<file path="src/verilog/pursq_defines.svh">
// pursq_defines.svh: timing counts and reset values for the power-up reset sequencer
// assumes the including file works on a 40 MHz core clock
`ifndef PURSQ_DEFINES_SVH
`define PURSQ_DEFINES_SVH

`define PURSQ_CLK_HZ 40000000
`define PURSQ_LOCK_DELAY_MS 60
`define PURSQ_LOCK_DELAY_CYC ((`PURSQ_CLK_HZ / 1000) * `PURSQ_LOCK_DELAY_MS)
`define PURSQ_PARK_TIMEOUT_CYC 1024
`define PURSQ_DIV_SETTLE_CYC 16
`define PURSQ_RATE_RESET 8'h00

`endif

</file>
<file path="src/verilog/pursq_pkg.sv">
// pursq_pkg.sv: types shared by the power-up reset sequencer files
// assumes pursq_defines.svh holds the numeric constants
package pursq_pkg;

    typedef enum logic [5:0] {
        PURSQ_ST_OFF = 6'h01,
        PURSQ_ST_LOCK = 6'h02,
        PURSQ_ST_BOOT = 6'h04,
        PURSQ_ST_PARK = 6'h08,
        PURSQ_ST_HOLD = 6'h10,
        PURSQ_ST_RUN = 6'h20
    } pursq_state_e;

    typedef enum logic [4:0] {
        PURSQ_BU_IDLE = 5'h01,
        PURSQ_BU_PLL = 5'h02,
        PURSQ_BU_RATE = 5'h04,
        PURSQ_BU_DIV = 5'h08,
        PURSQ_BU_DONE = 5'h10
    } pursq_bringup_e;

    // firmware requests towards the sequencer, each a one-cycle pulse
    typedef struct packed {
        logic [7:0] rate;
        logic program_rate;
        logic enable_pll;
        logic set_clock_rate;
        logic release_divider;
        logic release_external;
        logic release_lvds;
        logic release_others;
    } pursq_fw_cmd_s;

    // reset and enable outputs of the sequencer
    typedef struct packed {
        logic primary_pll_reset;
        logic cpu_reset;
        logic others_reset;
        logic gpio_tristate;
        logic io_tristate;
        logic mirror_link_pll_powerdown;
        logic link_divider_reset;
        logic link_clock_enable;
        logic lvds_powerdown;
        logic lvds_reset;
        logic external_reset;
        logic cpu_clock_full_rate;
        logic boot_from_flash;
        logic park_request;
    } pursq_ctrl_s;

endpackage

</file>
<file path="src/verilog/pursq_sequencer.sv">
// pursq_sequencer.sv: power-up and system reset sequencer with link clock bring-up
// assumes supervisor pins are asynchronous; firmware commands come from core_clk_i logic
`timescale 1ns/10ps
`include "pursq_defines.svh"

// Overview of operation
// - sense low: hold reset, tristate all pins
// - sense rising releases primary PLL reset
// - hold internal resets 60 ms after sense
// - supply warning: park mirrors, then reset
// - every system reset gives identical defaults
// - GPIO tristated during and after reset
// - primary PLL reset only on power-up
// - auto-release only processor and primary PLL resets
// - processor clocks at full rate after reset
// - link PLL down, clocks stopped, resets held
// - LVDS powered down, tristated, held in reset
// - external resets held until firmware release
// - processor boots from external flash
// - link clock bring-up in fixed order
module pursq_sequencer #(
    parameter int LOCK_DELAY_CYC = `PURSQ_LOCK_DELAY_CYC,
    parameter int PARK_TIMEOUT_CYC = `PURSQ_PARK_TIMEOUT_CYC
) (
    input wire logic core_clk_i,
    input wire logic reset_i,
    input wire logic power_on_sense_i,
    input wire logic supply_good_warning_i,
    input wire logic watchdog_timeout_i,
    input wire logic park_done_i,
    input wire logic mirror_link_pll_locked_i,
    input wire pursq_pkg::pursq_fw_cmd_s fw_cmd_i,
    output pursq_pkg::pursq_ctrl_s ctrl_o,
    output logic [7:0] link_rate_o,
    output logic bringup_error_o
);
    import pursq_pkg::*;

    localparam int CNT_W = $clog2(LOCK_DELAY_CYC + 1);

    logic sense_s;
    logic good_s;
    logic lock_s;
    logic sense_prev;
    logic next_sense_prev;
    pursq_state_e state;
    pursq_state_e next_state;
    logic [CNT_W-1:0] count;
    logic [CNT_W-1:0] next_count;
    pursq_bringup_e bu;
    pursq_bringup_e next_bu;
    pursq_ctrl_s ctrl;
    pursq_ctrl_s next_ctrl;
    logic [7:0] rate;
    logic [7:0] next_rate;
    logic rate_set;
    logic next_rate_set;
    logic error;
    logic next_error;
    logic [4:0] settle;
    logic [4:0] next_settle;
    logic sys_reset;

    // supervisor pins and the lock flag come from outside the clock domain
    pursq_sync #(.RESET_VALUE(1'b0)) u_sense_sync (
        .clk_i(core_clk_i),
        .reset_i(reset_i),
        .async_i(power_on_sense_i),
        .sync_o(sense_s)
    );
    // warning reads high while supplies are fine
    pursq_sync #(.RESET_VALUE(1'b0)) u_good_sync (
        .clk_i(core_clk_i),
        .reset_i(reset_i),
        .async_i(supply_good_warning_i),
        .sync_o(good_s)
    );
    pursq_sync #(.RESET_VALUE(1'b0)) u_lock_sync (
        .clk_i(core_clk_i),
        .reset_i(reset_i),
        .async_i(mirror_link_pll_locked_i),
        .sync_o(lock_s)
    );

    // watchdog comes from on-chip logic on this clock, no synchroniser
    // defaults land on the edge that enters reset, so no link clock or external
    // reset stays live for a cycle while the processor is already held
    assign sys_reset = (state == PURSQ_ST_OFF) || (state == PURSQ_ST_LOCK)
        || (state == PURSQ_ST_HOLD) || (next_state == PURSQ_ST_OFF)
        || (next_state == PURSQ_ST_HOLD);

    // main reset state machine
    always_comb begin
        next_state = state;
        next_count = count;
        next_sense_prev = sense_s;
        case (state)
            PURSQ_ST_OFF: begin
                next_count = '0;
                if (sense_s && !sense_prev) begin
                    next_state = PURSQ_ST_LOCK;
                end
            end
            PURSQ_ST_LOCK: begin
                if (!sense_s) begin
                    next_state = PURSQ_ST_OFF;
                end else if (count == CNT_W'(LOCK_DELAY_CYC - 1)) begin
                    next_count = '0;
                    next_state = PURSQ_ST_BOOT;
                end else begin
                    next_count = count + 1'b1;
                end
            end
            PURSQ_ST_BOOT, PURSQ_ST_RUN: begin
                next_count = '0;
                if (!sense_s) begin
                    next_state = PURSQ_ST_OFF;
                end else if (!good_s) begin
                    next_state = PURSQ_ST_PARK;
                end else if (watchdog_timeout_i) begin
                    next_state = PURSQ_ST_HOLD;
                end else if (state == PURSQ_ST_BOOT && bu == PURSQ_BU_DONE) begin
                    next_state = PURSQ_ST_RUN;
                end
            end
            PURSQ_ST_PARK: begin
                // a stuck park must not block the reset forever
                if (!sense_s) begin
                    next_state = PURSQ_ST_OFF;
                end else if (park_done_i || count == CNT_W'(PARK_TIMEOUT_CYC - 1)) begin
                    next_count = '0;
                    next_state = PURSQ_ST_HOLD;
                end else begin
                    next_count = count + 1'b1;
                end
            end
            PURSQ_ST_HOLD: begin
                // system reset held until the supply warning clears; primary PLL keeps running
                next_count = '0;
                if (!sense_s) begin
                    next_state = PURSQ_ST_OFF;
                end else if (good_s) begin
                    next_state = PURSQ_ST_BOOT;
                end
            end
            default: begin
                next_state = PURSQ_ST_OFF;
                next_count = '0;
            end
        endcase
    end

    always_ff @(posedge core_clk_i or posedge reset_i) begin
        if (reset_i) begin
            state <= PURSQ_ST_OFF;
            count <= '0;
            sense_prev <= 1'b0;
        end else begin
            state <= next_state;
            count <= next_count;
            sense_prev <= next_sense_prev;
        end
    end

    // link clock bring-up, restarted by every system reset
    always_comb begin
        next_bu = bu;
        next_rate = rate;
        next_rate_set = rate_set;
        next_error = error;
        next_settle = settle;
        if (sys_reset) begin
            next_bu = PURSQ_BU_IDLE;
            next_rate = `PURSQ_RATE_RESET;
            next_rate_set = 1'b0;
            next_error = 1'b0;
            next_settle = '0;
        end else begin
            case (bu)
                PURSQ_BU_IDLE: begin
                    if (fw_cmd_i.program_rate) begin
                        next_rate = fw_cmd_i.rate;
                        next_rate_set = 1'b1;
                    end
                    if (fw_cmd_i.enable_pll) begin
                        if (rate_set || fw_cmd_i.program_rate) begin
                            next_bu = PURSQ_BU_PLL;
                        end else begin
                            next_error = 1'b1;
                        end
                    end
                end
                PURSQ_BU_PLL: begin
                    if (fw_cmd_i.set_clock_rate) begin
                        if (lock_s) begin
                            next_rate = fw_cmd_i.rate;
                            next_bu = PURSQ_BU_RATE;
                        end else begin
                            next_error = 1'b1;
                        end
                    end
                end
                PURSQ_BU_RATE: begin
                    if (fw_cmd_i.release_divider) begin
                        next_bu = PURSQ_BU_DIV;
                        next_settle = '0;
                    end
                end
                PURSQ_BU_DIV: begin
                    // derived clocks run a few cycles before external release
                    if (settle != 5'(`PURSQ_DIV_SETTLE_CYC)) begin
                        next_settle = settle + 5'h01;
                    end else if (fw_cmd_i.release_external) begin
                        next_bu = PURSQ_BU_DONE;
                    end
                end
                PURSQ_BU_DONE: begin
                    next_bu = PURSQ_BU_DONE;
                end
                default: begin
                    next_bu = PURSQ_BU_IDLE;
                end
            endcase
            // an external release request before the divider stage is flagged and otherwise ignored
            if (fw_cmd_i.release_external && bu != PURSQ_BU_DIV && bu != PURSQ_BU_DONE) begin
                next_error = 1'b1;
            end
        end
    end

    always_ff @(posedge core_clk_i or posedge reset_i) begin
        if (reset_i) begin
            bu <= PURSQ_BU_IDLE;
            rate <= `PURSQ_RATE_RESET;
            rate_set <= 1'b0;
            error <= 1'b0;
            settle <= '0;
        end else begin
            bu <= next_bu;
            rate <= next_rate;
            rate_set <= next_rate_set;
            error <= next_error;
            settle <= next_settle;
        end
    end

    // registered outputs, defaults re-applied on every system reset
    always_comb begin
        next_ctrl = ctrl;
        next_ctrl.primary_pll_reset = (next_state == PURSQ_ST_OFF);
        next_ctrl.cpu_reset = (next_state == PURSQ_ST_OFF) || (next_state == PURSQ_ST_LOCK)
            || (next_state == PURSQ_ST_HOLD);
        next_ctrl.io_tristate = (next_state == PURSQ_ST_OFF) || (next_state == PURSQ_ST_LOCK);
        next_ctrl.cpu_clock_full_rate = 1'b1;
        next_ctrl.boot_from_flash = (next_state == PURSQ_ST_BOOT);
        next_ctrl.park_request = (next_state == PURSQ_ST_PARK);
        next_ctrl.mirror_link_pll_powerdown = (next_bu == PURSQ_BU_IDLE);
        next_ctrl.link_divider_reset = (next_bu == PURSQ_BU_IDLE) || (next_bu == PURSQ_BU_PLL)
            || (next_bu == PURSQ_BU_RATE);
        next_ctrl.link_clock_enable = (next_bu == PURSQ_BU_DIV) || (next_bu == PURSQ_BU_DONE);
        next_ctrl.external_reset = (next_bu != PURSQ_BU_DONE);
        if (sys_reset || next_state == PURSQ_ST_OFF || next_state == PURSQ_ST_LOCK
            || next_state == PURSQ_ST_HOLD) begin
            next_ctrl.others_reset = 1'b1;
            next_ctrl.gpio_tristate = 1'b1;
            next_ctrl.lvds_powerdown = 1'b1;
            next_ctrl.lvds_reset = 1'b1;
        end else begin
            if (fw_cmd_i.release_others) begin
                next_ctrl.others_reset = 1'b0;
                next_ctrl.gpio_tristate = 1'b0;
            end
            if (fw_cmd_i.release_lvds) begin
                next_ctrl.lvds_powerdown = 1'b0;
                next_ctrl.lvds_reset = 1'b0;
            end
        end
    end

    always_ff @(posedge core_clk_i or posedge reset_i) begin
        if (reset_i) begin
            ctrl <= '{primary_pll_reset: 1'b1, cpu_reset: 1'b1, others_reset: 1'b1,
                gpio_tristate: 1'b1, io_tristate: 1'b1, mirror_link_pll_powerdown: 1'b1,
                link_divider_reset: 1'b1, link_clock_enable: 1'b0, lvds_powerdown: 1'b1,
                lvds_reset: 1'b1, external_reset: 1'b1, cpu_clock_full_rate: 1'b1,
                boot_from_flash: 1'b0, park_request: 1'b0};
        end else begin
            ctrl <= next_ctrl;
        end
    end

    assign ctrl_o = ctrl;
    assign link_rate_o = rate;
    assign bringup_error_o = error;
endmodule // pursq_sequencer

</file>
<file path="src/verilog/pursq_sync.sv">
// pursq_sync.sv: two-flop level synchroniser
// assumes the input is asynchronous to clk_i
`timescale 1ns/10ps
module pursq_sync #(
    parameter logic RESET_VALUE = 1'b0
) (
    input wire logic clk_i,
    input wire logic reset_i,
    input wire logic async_i,
    output logic sync_o
);
    logic stage1;
    logic stage2;

    always_ff @(posedge clk_i or posedge reset_i) begin
        if (reset_i) begin
            stage1 <= RESET_VALUE;
            stage2 <= RESET_VALUE;
        end else begin
            stage1 <= async_i;
            stage2 <= stage1;
        end
    end

    assign sync_o = stage2;
endmodule // pursq_sync

</file>
<file path="config.mk">
export PLATFORM = sky130hd
export DESIGN_NAME = pursq_sequencer
export DESIGN_NICKNAME = d
export VERILOG_FILES = /design/src/verilog/pursq_pkg.sv /design/src/verilog/pursq_sequencer.sv /design/src/verilog/pursq_sync.sv
export VERILOG_INCLUDE_DIRS = /design/src /design/src/verilog
export SDC_FILE = /design/constraint.sdc
export NUM_CORES = 1
export LEC_CHECK = 0
export ABC_CLOCK_PERIOD_IN_PS = 2300
export CORE_MARGIN = 2
export CORE_UTILIZATION = 35
export DETAILED_ROUTE_END_ITERATION = 7
export DONT_BUFFER_PORTS = 1
export MAX_ROUTING_LAYER = met4
export PLACE_DENSITY = 0.53
export SLEW_MARGIN = 20
export SYNTH_ARGS = -nofsm -noshare
export SYNTH_HDL_FRONTEND = slang
export SYNTH_HIERARCHICAL = 1
export SYNTH_SLANG_ARGS = --single-unit
</file>
<file path="constraint.sdc">
create_clock -name core_clk_i -period 2.3 [get_ports core_clk_i]
set_input_delay 0.345 -clock core_clk_i [delete_from_list [all_inputs] [get_ports core_clk_i]]
set_output_delay 0.345 -clock core_clk_i [all_outputs]
set_load 0.005 [all_outputs]
</file>
# Word level (Yosys, flattened, before mapping)
# Cells that the tools add are included.
totals:
  output_inout_bits: 23
  register_bits: 68
classes:
  eq_ne: 38
  reduce_logical: 32
  n_addsub: 2
  muxes: 49
ops:
  columns: ["operator", "n"]
  rows:
  - ["$mux 22", 4]
  - ["$mux 6", 11]
  - ["$mux 5", 11]
  - ["$pmux 22 s2", 1]
  - ["$mux 8", 4]
  - ["$pmux 6 s5", 1]
  - ["$pmux 5 s5", 1]
  - ["$add 22x1->22 const B", 1]
  - ["$eq 22x10->1 const B", 1]
  - ["$eq 22x22->1 const B", 1]
  - ["$ne 4x4->1 const B", 4]
  - ["$pmux 8 s2", 1]
  - ["$ne 5x5->1 const B", 3]
  - ["$logic_or 1x1->1", 14]
  - ["$eq 6x1->1 const B", 2]
  - ["$eq 6x2->1 const B", 2]
  - ["$eq 6x3->1 const B", 2]
  - ["$eq 6x4->1 const B", 2]
  - ["$eq 6x5->1 const B", 2]
  - ["$ne 3x3->1 const B", 4]
  - ["$eq 5x1->1 const B", 2]
  - ["$eq 5x2->1 const B", 2]
  - ["$eq 5x3->1 const B", 2]
  - ["$eq 5x4->1 const B", 2]
  - ["20 further kinds", 41]

# Logic depth before layout (Yosys ltp)
# Gate-level depths: netlist (run 1).
depth:
  depth_word: 14
  mapped_depth: 7
  mapped_depth_nobuf: 7

# Cells and area by module
# Netlist (run 1), hierarchy kept.
by_module_without_submodules:
  columns: ["module", "instances", "area_each_um2", "cells_each"]
  rows:
  - ["pursq_sequencer", 1, 3303.2, 337]
  - ["pursq_sync", 3, 53.8, 3]

# Least setup slack after synthesis (run 1)
# OpenSTA, ideal clock, no wires.
synth_timing:
  kind: "reg-to-reg"
  start: "reg bu[0]"
  end: "reg rate[0], in the netlist link_rate_o[0]"
  n_path_buf: 1
  path_stages_with_launch: 7
  slack_ps: 341
  t_arrival_ps: 1838
  period_less_slack_ps: 1959
  t_required_ps: 2179
  path_cell_list: "dfstp_2 > or4b_2 > nor2_2 > a21o_1 > buf_6 > mux2i_1 > nor2_1"
synth_via:
  elab_chain_len: 12
  elab_cells_between_ends: 20
  cone_classes: "8 x eq/ne; 7 x mux; 5 x reduce/logical"
synth_rtl:
  columns: ["element", "line", "text"]
  rows:
  - ["start, declared", "pursq_sequencer.sv:50", "pursq_bringup_e bu;"]
  - ["start signal, assigned", "pursq_sequencer.sv:239", "bu <= next_bu;"]
  - ["$eq 5x5->1", "pursq_sequencer.sv:122", "end else if (state == PURSQ_ST_BOOT && bu == PURSQ_BU_DONE) begin"]
  - ["$logic_and 1x1->1", "pursq_sequencer.sv:122", null]
  - ["$mux 6", "pursq_sequencer.sv:122", null]
  - ["$mux 6", "pursq_sequencer.sv:120", "end else if (watchdog_timeout_i) begin"]
  - ["$mux 6", "pursq_sequencer.sv:118", "end else if (!good_s) begin"]
  - ["$mux 6", "pursq_sequencer.sv:116", "if (!sense_s) begin"]
  - ["$pmux 6 s5", "pursq_sequencer.sv:97", "case (state)"]
  - ["$eq 6x1->1", "pursq_sequencer.sv:89", "|| (state == PURSQ_ST_HOLD) || (next_state == PURSQ_ST_OFF)"]
  - ["$logic_or 1x1->1", "pursq_sequencer.sv:89", null]
  - ["$logic_or 1x1->1", "pursq_sequencer.sv:90", "|| (next_state == PURSQ_ST_HOLD);"]
  - ["$ne 3x2->1 (no line), or another cell as far along", null, null]
  - ["$reduce_and 4->1 (no line)", null, null]
  - ["end signal, assigned", "pursq_sequencer.sv:234", "rate <= `PURSQ_RATE_RESET;"]
  - ["end signal, assigned", "pursq_sequencer.sv:240", "rate <= next_rate;"]
  - ["end, declared", "pursq_sequencer.sv:54", "logic [7:0] rate;"]
# Parallel ways exist; a longest one is shown, timed or not.
# A chain may end at the register's enable or synchronous reset.

==> results by group, run 1 <==
Setup path
  • Reg2reg path depth: 5
  • Kind of critical path: register to register
  • Worst Path Buf+Inv: 0
  • Max stage delay on crit path: 0.61 ns
  • Worst path depth: 5
  • Crit path capture type: register
  • Crit path cell chain: or4b_4 > a211oi_1 > o32a_1 > a211oi_1 > nor2b_1
  • Cell mode on critical path: a211oi_1
  • CP top delay family: simple AND/OR/NAND/NOR gates
  • FF-to-FF setup slack: 0.18 ns
  • Worst Setup Start Kind: register
  • Data required, critical path: 2.53 ns
  • CP max FO: 11
  • Crit path max-delay cell type: or4b_4
  • Critical Path AT: 2.35 ns

Layout
  • Area delta synth->final: 13.62%
  • Post-Layout Cell Count: 491
  • Post-Layout Inst Area: 0.003936 sq mm
  • Layout cells sized above 1: 0.1620
  • Final Net Count: 378
  • Fin util: 0.4065
  • Ant diodes: 0

Routing
  • Vias: 2569
  • Drt wl/cell: 15.16 um
  • Starting DRT DRC Count: 77
  • DR DRC count: 0
  • Vias/cell: 5.232
  • Post-DRT Antenna Nets: 0
  • Initial DRT Pass Iterations: 4
  • Final wirelength: 7.445 mm

STA
  • Final worst slack: 0.1820 ns
  • Max-slew headroom: 0.5976
  • Fin crit period: 2.118 ns
  • Max Freq: 472.1 MHz
  • Period utilisation layout: 0.9209
  • Worst-margin pin slew: 0.5884 ns
  • Final setup fails: 0
  • Max-slew violations: 0
  • Worst hold slack: 0.02451 ns
  • Clock skew: 0.01431 ns
  • RSZ-0062 raised after global routing: no
  • Hold Fails Final Rpt: 0
  • Setup TNS: 0 ns

Logic synthesis
  • Synth Flop Type: dfrtp_1
  • Largest family of logic cells by synthesized area: simple AND/OR/NAND/NOR gates
  • Top cell type's share of synthesized area: 0.4045
  • Syn. warnings: 6
  • Sequential area share after synthesis: 0.4803
  • Post-synthesis mux area share: 0.02600
  • Cells after Synth: 346
  • Dominant cell type by area after synthesis: dfrtp_1
  • Simple-gate portion of the synthesized area: 0.2391
  • Xor/xnor share of the synthesized area: 0.05056
  • Mapped Area: 0.003465 sq mm
  • Syn_nets: 371
  • Synth cell types: 64
  • EDFF count, synth: 0
  • Compound-cell area share of the yosys netlist: 0.1481
  • Flops & latches, synth: 66
  • Adder-Cell Fraction of Synth Area: 0.01083
  • Ys async rst share: 1.000
  • Syn_area_per_cell: 10.01 sq um
  • Ranking of synthesized cells by area: dfrtp_1 (40%), dfstp_2 (7.6%), nor2_1 (5.0%), xor2_1 (4.6%), mux2i_1 (2.6%)

GRT
  • Initial antenna violation count: 0
  • Total grt overflow: 0
  • Largest net degree at the start of global routing: 48
  • GRT Resource Usage Total: 0.1512
  • Number of global-route vias before repair: 2378
  • First-pass GRT wire length: 12.08 mm

Worst hold path
  • Min-Delay Path Depth: 0
  • Worst Hold Class: primary input to register

Placement
  • Post-DP HPWL: 5.264 mm
  • Post-Place Cells: 474
  • Port bufs: 0
  • Routability congestion estimate: 0.9318
  • Placement Setup Slack: 0.08297 ns
  • Dpl cell area: 0.003667 sq mm

Floorplan
  • Die Ht: 103.5 um
  • # rows: 36
  • Core area: 0.009684 sq mm
  • # IOs: 45
  • Die area: 0.01071 sq mm
  • Horiz. Die Dim: 103.5 um
  • Initial cell density of the core: 0.3578

Clock tree
  • Max clock buf depth: 2
  • CTS Sinks: 66
  • CTS root buf: clkbuf_8
  • CTS buffer count: 9
  • Worst-path clk slew: 0.08 ns
  • H-tree levels: 3
  • Clock network latency to the later pin of the worst-skew pair: 0.35 ns
  • CTS tree: done

Job
  • Max Cap Violations: 0

Status
  • Status: complete, no violations

Pwr
  • Total power: 2.705 mW
  • Leak: 1.649 nW
  • Worst ir drop on vdd: 0.2910 mV
  • PD cells: 687.3 mW/mm^2
## final timing paths
kind                                  endpoint                     start
setup / recovery                     ctrl_o[6]                     bu[4]
hold / removal              u_lock_sync/stage1  mirror_link_pll_locked_i
setup reg to reg                     ctrl_o[6]                     bu[4]
hold reg to reg            u_sense_sync/sync_o       u_sense_sync/stage1
max in group asynchronous            ctrl_o[5]                   reset_i
min in group asynchronous   u_lock_sync/stage1                   reset_i
## cell type report
type	count	area, sq um
fillers	950	5748
multi-input cells	249	1660
flip-flops and latches	66	1664
inverters	13	48.80
clock inverters	5	100.1
repair buffers	14	145.1
clock buffers	11	151.4
well taps	133	166.4
## report_power, final
| part | internal, mW | switching (mW) | total (mW) |
|---|---|---|---|
| Sequential | 1.21 | 0.0385 | 1.24 |
| Clock | 0.776 | 0.465 | 1.24 |
| Combinational | 0.0902 | 0.129 | 0.219 |
## flip-flops by register name, summed over array words and instances, names as in the netlist, 5 cells and up
signal and count:
count 22, state 6, ctrl_o 11, settle 5, bu 5, link_rate_o 8
## synth_stat cells (all sizes together), types with 8 or more instances
master and n:
mux2i 9, dfrtp 56, nand3 18, nor3 11, nand4 8, buf 15, nor2 47, inv 13
a21oi 15, nand2 17, dfstp 10, o21ai 14, xor2 18
## placed cells by master, fill, tap and decap left out, types with 2 or more instances in the layout
cell and n:
nor2_1 46, and4b_1 6, mux2i_1 9, clkbuf_8 11, nor3b_1 3, nor2b_1 5, a211oi_2 3, a41oi_1 2
o21a_1 5, and3_1 6, a31oi_1 2, nor4_1 5, dfrtp_1 56, xnor2_1 2, ha_1 3, a21o_1 2
buf_12 3, xor2_1 18, or3_1 4, nand2_1 17, dfstp_2 10, inv_1 12, o21ai_0 14, a21oi_1 15
nand2b_1 2, nor3_1 8, and2_1 2, nor3_2 3, o21bai_1 2, o211ai_1 4, a211oi_1 2, bufinv_16 3
nor4bb_1 3, nand4_1 8, o31ai_1 2, buf_4 10, nand3_1 18, clkinv_2 2
## worst reg2reg max path, delay by kind of cell, from the launching register on
family             cells  cell delay, ns
AOI/OAI and AO/OA      3            0.75
DFF                    1            0.50
and+or+nand+nor        2            0.76
## timing repair
item	CTS	global route
hold endpoints to repair	19	0
endpoints found under the setup margin	0	9
resized for setup	0	2
buffers inserted	0	0
hold buffers	1	0
## kinds of logic after synthesis
logic type	Yosys count
DFF	66
other	1
xor gates and xnor gates	20
and+or+nand+nor	148
buffers and inverters	31
muxes	9
AOI/OAI and AO/OA	68
adders and majority gates	3
## layer usage
metal	global-route usage	up-vias	part of all wire
met5	-	-	0
li1	-	1255	-
met4	0.07085	0	0.015
met3	0.02554	7	0.029
met2	0.2030	40	0.45
met1	0.2197	1267	0.51
Note: power is estimated with default switching activity, not from simulation.
==> inputs of run 2 (changes only) <==
--- a/config.mk
+++ b/config.mk
@@ -13,5 +13,5 @@
 export DONT_BUFFER_PORTS = 1
 export MAX_ROUTING_LAYER = met4
-export PLACE_DENSITY = 0.53
+export PLACE_DENSITY = 0.58
 export SLEW_MARGIN = 20
 export SYNTH_ARGS = -nofsm -noshare
==> constraint.sdc (replaced) <==
create_clock -name core_clk_i -period 2.3 [get_ports core_clk_i]
set_input_delay 0.23 -clock core_clk_i [delete_from_list [all_inputs] [get_ports core_clk_i]]
set_output_delay 0.23 -clock core_clk_i [all_outputs]
set_load 0.005 [all_outputs]
==> run 2 against run 1 <==
Net effect: sequential share of layout area is 0.080 points lower; die area did not move; critical path depth stayed put; first-iteration DRC count rose by 78%; design area is 0.19% higher; highest routed layer unchanged; sequential power about the same; hold slack better by 0.0085 ns; count of clock-buffer cells in the layout unchanged; wire length down 1.6%; combinational power rose by 3%; core utilization increased by 0.078 points.
==> results by group, run 2 (synthesis results as in run 1) <==
Setup path
  • Reg-to-Reg Start: bu[0] (was bu[4])
  • Kind of critical path: register to register (unchanged)
  • Crit path cell chain: or4b_2 > nor2_2 > a21o_2 > mux2i_1 > nor2_1 (was or4b_4 > a211oi_1 > o32a_1 > a211oi_1 > nor2b_1)
  • Crit path max-delay cell type: or4b_2 (was or4b_4)
  • Crit path capture type: register (unchanged)
  • Reg2reg path depth: 5 (unchanged)
  • CP max FO: 8 (was 11)
  • Max stage delay on crit path: 0.67 ns (was 0.61 ns)
  • Crit Reg-Reg Endpoint: link_rate_o[2] (was ctrl_o[6])
  • Data required, critical path: 2.54 ns (was 2.53 ns)
  • Worst Setup Start Kind: register (unchanged)
  • FF-to-FF setup slack: 0.19 ns (was 0.18 ns)
  • Critical Path AT: 2.35 ns (about the same)

Routing
  • Vias/cell: 5.145 (was 5.232)
  • Post-DRT Antenna Nets: 0 (unchanged)
  • Final wirelength: 7.329 mm (was 7.445 mm)
  • Initial DRT Pass Iterations: 4 (unchanged)
  • DR DRC count: 0 (unchanged)
  • Vias: 2562 (was 2569)
  • Starting DRT DRC Count: 137 (was 77)
  • Drt wl/cell: 14.72 um (was 15.16 um)

Layout
  • Most frequent cells in the layout: dfrtp_1 (56), nor2_1 (46), nand3_1 (18), xor2_1 (18), nand2_1 (17) (unchanged)
  • Final Net Count: 385 (was 378)
  • Area delta synth->final: 13.83% (was 13.62%)
  • Max reg flops: 22 (unchanged)
  • Post-Layout Inst Area: 0.003944 sq mm (was 0.003936 sq mm)
  • Layout cells sized above 1: 0.1589 (was 0.1620)
  • Most flops, register: count (unchanged)
  • Ant diodes: 0 (unchanged)
  • FILL cells: 942 (was 950)
  • Commonest non-fill, non-tap cell in the layout: dfrtp_1 (unchanged)

GRT
  • Initial antenna violation count: 0 (unchanged)
  • First-pass GRT wire length: 12.21 mm (was 12.08 mm)
  • Total grt overflow: 0 (unchanged)
  • Number of global-route vias before repair: 2450 (was 2378)
  • Largest net degree at the start of global routing: 32 (was 48)
  • GRT Resource Usage Total: 0.1526 (was 0.1512)

Clock tree
  • H-tree levels: 3 (unchanged)
  • Clock network latency to the later pin of the worst-skew pair: 0.35 ns (about the same)
  • Post-CTS Setup Bufs: 0 (unchanged)
  • CTS Sinks: 66 (unchanged)
  • Max clock buf depth: 2 (unchanged)
  • CTS tree: done (unchanged)
  • CTS buffer count: 9 (unchanged)
  • Worst-path clk slew: 0.08 ns (about the same)
  • CTS root buf: clkbuf_8 (unchanged)

STA
  • Period utilisation layout: 0.9176 (was 0.9209)
  • Max-slew violations: 0 (unchanged)
  • Final setup fails: 0 (unchanged)
  • Max-slew headroom: 0.5572 (was 0.5976)
  • Setup TNS: 0 ns (unchanged)
  • Worst-margin pin slew: 0.6633 ns (was 0.5884 ns)
  • Hold Fails Final Rpt: 0 (unchanged)
  • Clock skew: 0.01264 ns (was 0.01431 ns)
  • Max Freq: 473.8 MHz (was 472.1 MHz)
  • Fin crit period: 2.111 ns (was 2.118 ns)
  • RSZ-0062 raised after global routing: no (unchanged)

Floorplan
  • Die area: 0.01071 sq mm (unchanged)
  • Core area: 0.009684 sq mm (unchanged)
  • # rows: 36 (unchanged)
  • # IOs: 45 (unchanged)
  • Horiz. Die Dim: 103.5 um (unchanged)
  • Initial cell density of the core: 0.3578 (unchanged)
  • Die Ht: 103.5 um (unchanged)

Placement
  • Routability congestion estimate: 0.8469 (was 0.9318)
  • Port bufs: 0 (unchanged)
  • Dpl cell area: 0.003672 sq mm (was 0.003667 sq mm)
  • Post-DP HPWL: 5.212 mm (was 5.264 mm)

Pwr
  • Leak: 1.657 nW (was 1.649 nW)
  • Worst ir drop on vdd: 0.2666 mV (was 0.2910 mV)
  • PD cells: 648.2 mW/mm^2 (was 687.3 mW/mm^2)

Status
  • Status: complete, no violations (unchanged)

Worst hold path
  • HP Start: fw_cmd_i[2] (was mirror_link_pll_locked_i)
  • Worst Hold Class: primary input to register (unchanged)
  • Worst hold endpoint: bringup_error_o (was u_lock_sync/stage1)
  • Min-Delay Path Depth: 2 (was 0)

Job
  • Max Cap Violations: 0 (unchanged)
-- run 2: cell types whose count changed in the layout (fill, tap and decap cells not counted), sizes merged --
cell         before  now
bufinv            3    2
clkinv            2    3
dlygate4sd3       1    5
buf              13   16
-- run 2: power breakdown --
part	switching (mW)	internal [mW]
logic	0.131	0.0948
registers	0.0360	1.21
clock network	0.450	0.638
-- run 2: layout make-up --
type / instances / area, sq um / area share
clock inverter: 5 / 78.83 / 0.01999
sequential: 66 / 1664 / 0.4220
clock buffer: 11 / 141.4 / 0.03585
multi-input combinational: 249 / 1649 / 0.4181
timing repair buffer: 21 / 195.2 / 0.04949
tap: 133 / 166.4 / 0.04220
inverter: 13 / 48.80 / 0.01237
-- run 2: layer usage --
layer  track usage  vias to the layer above  wire length, um
met3       0.03024                        9              206
met1        0.2118                     1237             3626
met5             -                        -                0
li1              -                     1277                -
met4       0.07287                        0              147
met2        0.2124                       39             3349
-- run 2: how the worst max path moves through the flow --
stage | slack, ns | from | endpoint
2_1_floorplan | 0.34 | bu[0] | link_rate_o[0]
5_1_grt | 0.08 | count[0] | rate_set
3_3_place_gp | 0.12 | bu[0] | link_rate_o[4]
4_1_cts | 0.06 | bu[0] | link_rate_o[2]
6_report | 0.19 | bu[0] | link_rate_o[2]
3_5_place_dp | 0.09 | bu[0] | link_rate_o[2]
-- run 2: stage by stage --
| stage | setup slack, ns | util | hold slack [ns] | power [mW] | std cells |
|---|---|---|---|---|---|
| global route | 0.08377 | 0.4072 | 0.03216 | 2.679 | 498 |
| detailed placement | 0.09452 | 0.3792 | -0.02208 | 1.486 | 477 |
| floorplan | 0.3411 | - | -0.02882 | 1.426 | 346 |
| global placement | 0.1175 | 0.3792 | -0.02458 | 1.485 | 477 |
| CTS | 0.06322 | 0.4071 | 0.01806 | 2.595 | 498 |
| finish | 0.1895 | 0.4072 | 0.03299 | 2.556 | 498 |
-- run 2: critical path: cells and delay by family (launching register included) --
kind / cells / cell delay [ns]
AOI/OAI and AO/OA: 1 / 0.29
and+or+nand+nor: 3 / 0.88
muxes: 1 / 0.22
DFF: 1 / 0.60
-- run 2: repair_timing --
item	CTS	global route
hold buffers	5	0
gates resized for setup	0	1
endpoints found under the hold margin	38	0
setup endpoints to repair	0	8
==> inputs of run 3 (changes only) <==
ABC_CLOCK_PERIOD_IN_PS = 2400   (was 2300)
HOLD_SLACK_MARGIN = 0.02   (was default)
PLACE_DENSITY = default   (was 0.58)
clock period = 2.4 ns   (was 2.3 ns; I/O delays follow)
==> run 3 against run 2 <==
Net effect: non-clock buffer count down 4; register-to-register slack lost 0.04 ns; sequential share of layout area rose by 0.86 points; critical endpoint is now link_rate_o[0]; highest routed layer unchanged.
==> results by group, run 3 (synthesis results as in run 1) <==
Layout
  • Ant diodes: 0 (unchanged)
  • Fin util: 0.3991 (was 0.4072)
  • Max reg flops: 22 (unchanged)
  • Most flops, register: count (unchanged)
  • Most frequent cells in the layout: dfrtp_1 (56), nor2_1 (46), nand3_1 (18), xor2_1 (18), nand2_1 (17) (unchanged)
  • Final Net Count: 381 (was 385)
  • Commonest non-fill, non-tap cell in the layout: dfrtp_1 (unchanged)
  • Layout cells sized above 1: 0.1413 (was 0.1589)
  • Post-Layout Inst Area: 0.003865 sq mm (was 0.003944 sq mm)
  • Area delta synth->final: 11.56% (was 13.83%)

Setup path
  • Worst Setup Start Kind: register (unchanged)
  • Worst Path Buf+Inv: 0 (unchanged)
  • Crit path capture type: register (unchanged)
  • Data required, critical path: 2.63 ns (was 2.54 ns)
  • Crit path max-delay cell type: or4b_2 (unchanged)
  • Critical Path AT: 2.48 ns (was 2.35 ns)
  • CP top delay family: simple AND/OR/NAND/NOR gates (unchanged)
  • Kind of critical path: register to register (unchanged)
  • Critical Path Source: bu[0] (unchanged)
  • Reg-to-Reg Start: bu[0] (unchanged)
  • Crit path cell chain: or4b_2 > nor2_2 > a21o_1 > mux2i_1 > nor2_1 (was or4b_2 > nor2_2 > a21o_2 > mux2i_1 > nor2_1)
  • CP max FO: 8 (unchanged)
  • Max stage delay on crit path: 0.68 ns (was 0.67 ns)

STA
  • Worst hold slack: 0.0008103 ns (was 0.03299 ns)
  • Fin crit period: 2.250 ns (was 2.111 ns)
  • Max Freq: 444.5 MHz (was 473.8 MHz)
  • Final worst slack: 0.1502 ns (was 0.1895 ns)
  • Period utilisation layout: 0.9374 (was 0.9176)
  • Setup TNS: 0 ns (unchanged)
  • Hold Fails Final Rpt: 0 (unchanged)
  • Max-slew violations: 0 (unchanged)
  • Clock skew: 0.01141 ns (was 0.01264 ns)
  • Final setup fails: 0 (unchanged)
  • Max-slew headroom: 0.4916 (was 0.5572)
  • RSZ-0062 raised after global routing: no (unchanged)
  • Worst-margin pin slew: 0.7627 ns (was 0.6633 ns)

Placement
  • Placement Setup Slack: 0.1827 ns (was 0.09452 ns)
  • Dpl cell area: 0.003617 sq mm (was 0.003672 sq mm)
  • Post-DP HPWL: 5.223 mm (was 5.212 mm)
  • Port bufs: 0 (unchanged)
  • Routability congestion estimate: 0.8482 (was 0.8469)

GRT
  • Largest net degree at the start of global routing: 61 (was 32)
  • First-pass GRT wire length: 12.48 mm (was 12.21 mm)
  • Total grt overflow: 0 (unchanged)
  • Initial antenna violation count: 0 (unchanged)
  • Number of global-route vias before repair: 2411 (was 2450)
  • GRT Resource Usage Total: 0.1568 (was 0.1526)

Clock tree
  • Post-CTS Resized: 0 (unchanged)
  • Max clock buf depth: 2 (unchanged)
  • Post-CTS Setup Bufs: 0 (unchanged)
  • CTS buffer count: 9 (unchanged)
  • H-tree levels: 3 (unchanged)
  • Worst-path clk slew: 0.07 ns (was 0.08 ns)
  • CTS Sinks: 66 (unchanged)
  • CTS root buf: clkbuf_8 (unchanged)
  • CTS tree: done (unchanged)
  • Clock network latency to the later pin of the worst-skew pair: 0.34 ns (was 0.35 ns)

Routing
  • Drt wl/cell: 14.89 um (was 14.72 um)
  • Vias/cell: 5.249 (was 5.145)
  • Post-DRT Antenna Nets: 0 (unchanged)
  • Vias: 2593 (was 2562)
  • Final wirelength: 7.355 mm (was 7.329 mm)
  • DR DRC count: 0 (unchanged)
  • Starting DRT DRC Count: 153 (was 137)
  • Initial DRT Pass Iterations: 4 (unchanged)

Worst hold path
  • Worst Hold Class: primary input to async pin (was primary input to register)

Floorplan
  • Initial cell density of the core: 0.3578 (unchanged)
  • # rows: 36 (unchanged)
  • Die area: 0.01071 sq mm (unchanged)
  • Core area: 0.009684 sq mm (unchanged)
  • Die Ht: 103.5 um (unchanged)
  • Horiz. Die Dim: 103.5 um (unchanged)
  • # IOs: 45 (unchanged)

Pwr
  • Worst ir drop on vdd: 0.2233 mV (was 0.2666 mV)
  • Leak: 1.613 nW (was 1.657 nW)
  • PD cells: 607.1 mW/mm^2 (was 648.2 mW/mm^2)

Job
  • Max Cap Violations: 0 (unchanged)

Status
  • Status: complete, no violations (unchanged)
-- run 3: changes by cell type in the layout (fill, tap and decap cells not counted), sizes merged --
cell / change
clkbuf: +3
clkinv: -2
bufinv: -1
buf: -4
-- run 3: final timing paths --
kind | to | slack, ns | depth (start not counted)
setup / recovery | link_rate_o[0] | 0.15 | 5
hold / removal | sense_prev | 0.0008 | 2
setup reg to reg | link_rate_o[0] | 0.15 | 5
hold reg to reg | u_sense_sync/sync_o | 0.35 | 0
max in group asynchronous | count[10] | 1.91 | 2
min in group core_clk_i | bringup_error_o | 0.05 | 2
-- run 3: what timing repair did --
action,CTS,global route
endpoints found under the hold margin,10,0
setup endpoints to repair,0,0
hold buffers,5,0
-- run 3: where the power goes --
| group | switching, mW | internal (mW) |
|---|---|---|
| registers | 0.0373 | 1.16 |
| clock network | 0.412 | 0.537 |
| logic | 0.123 | 0.0815 |
-- run 3: worst reg2reg max path, stage by stage, from the launching register on --
cell and delay [ns]:
dfstp_2 0.60, or4b_2 0.68, nor2_2 0.16, a21o_1 0.41, mux2i_1 0.24, nor2_1 0.05
-- run 3: cell type report --
cell class	instances	area, sq um
fillers	943	5819
inverters	13	48.80
clock inverters	2	35.03
clock buffers	14	162.7
repair buffers	17	140.1
flip-flops and latches	66	1664
well taps	133	166.4
multi-input cells	249	1648
-- run 3: layer usage --
layer / vias to the layer above / routed length, um / part of all wire / GRT usage
met4: 0 / 157 / 0.021 / 0.07895
met5: - / 0 / 0 / -
met1: 1254 / 3499 / 0.48 / 0.2247
met3: 10 / 373 / 0.051 / 0.03293
li1: 1260 / - / - / -
met2: 69 / 3324 / 0.45 / 0.2069
-- run 3: metrics by stage --
stage / std cells / total power, mW
final: 494 / 2.347
after global routing: 494 / 2.458
after CTS: 494 / 2.380
after detailed placement: 473 / 1.415
after global placement: 473 / 1.413
after floorplan: 346 / 1.366
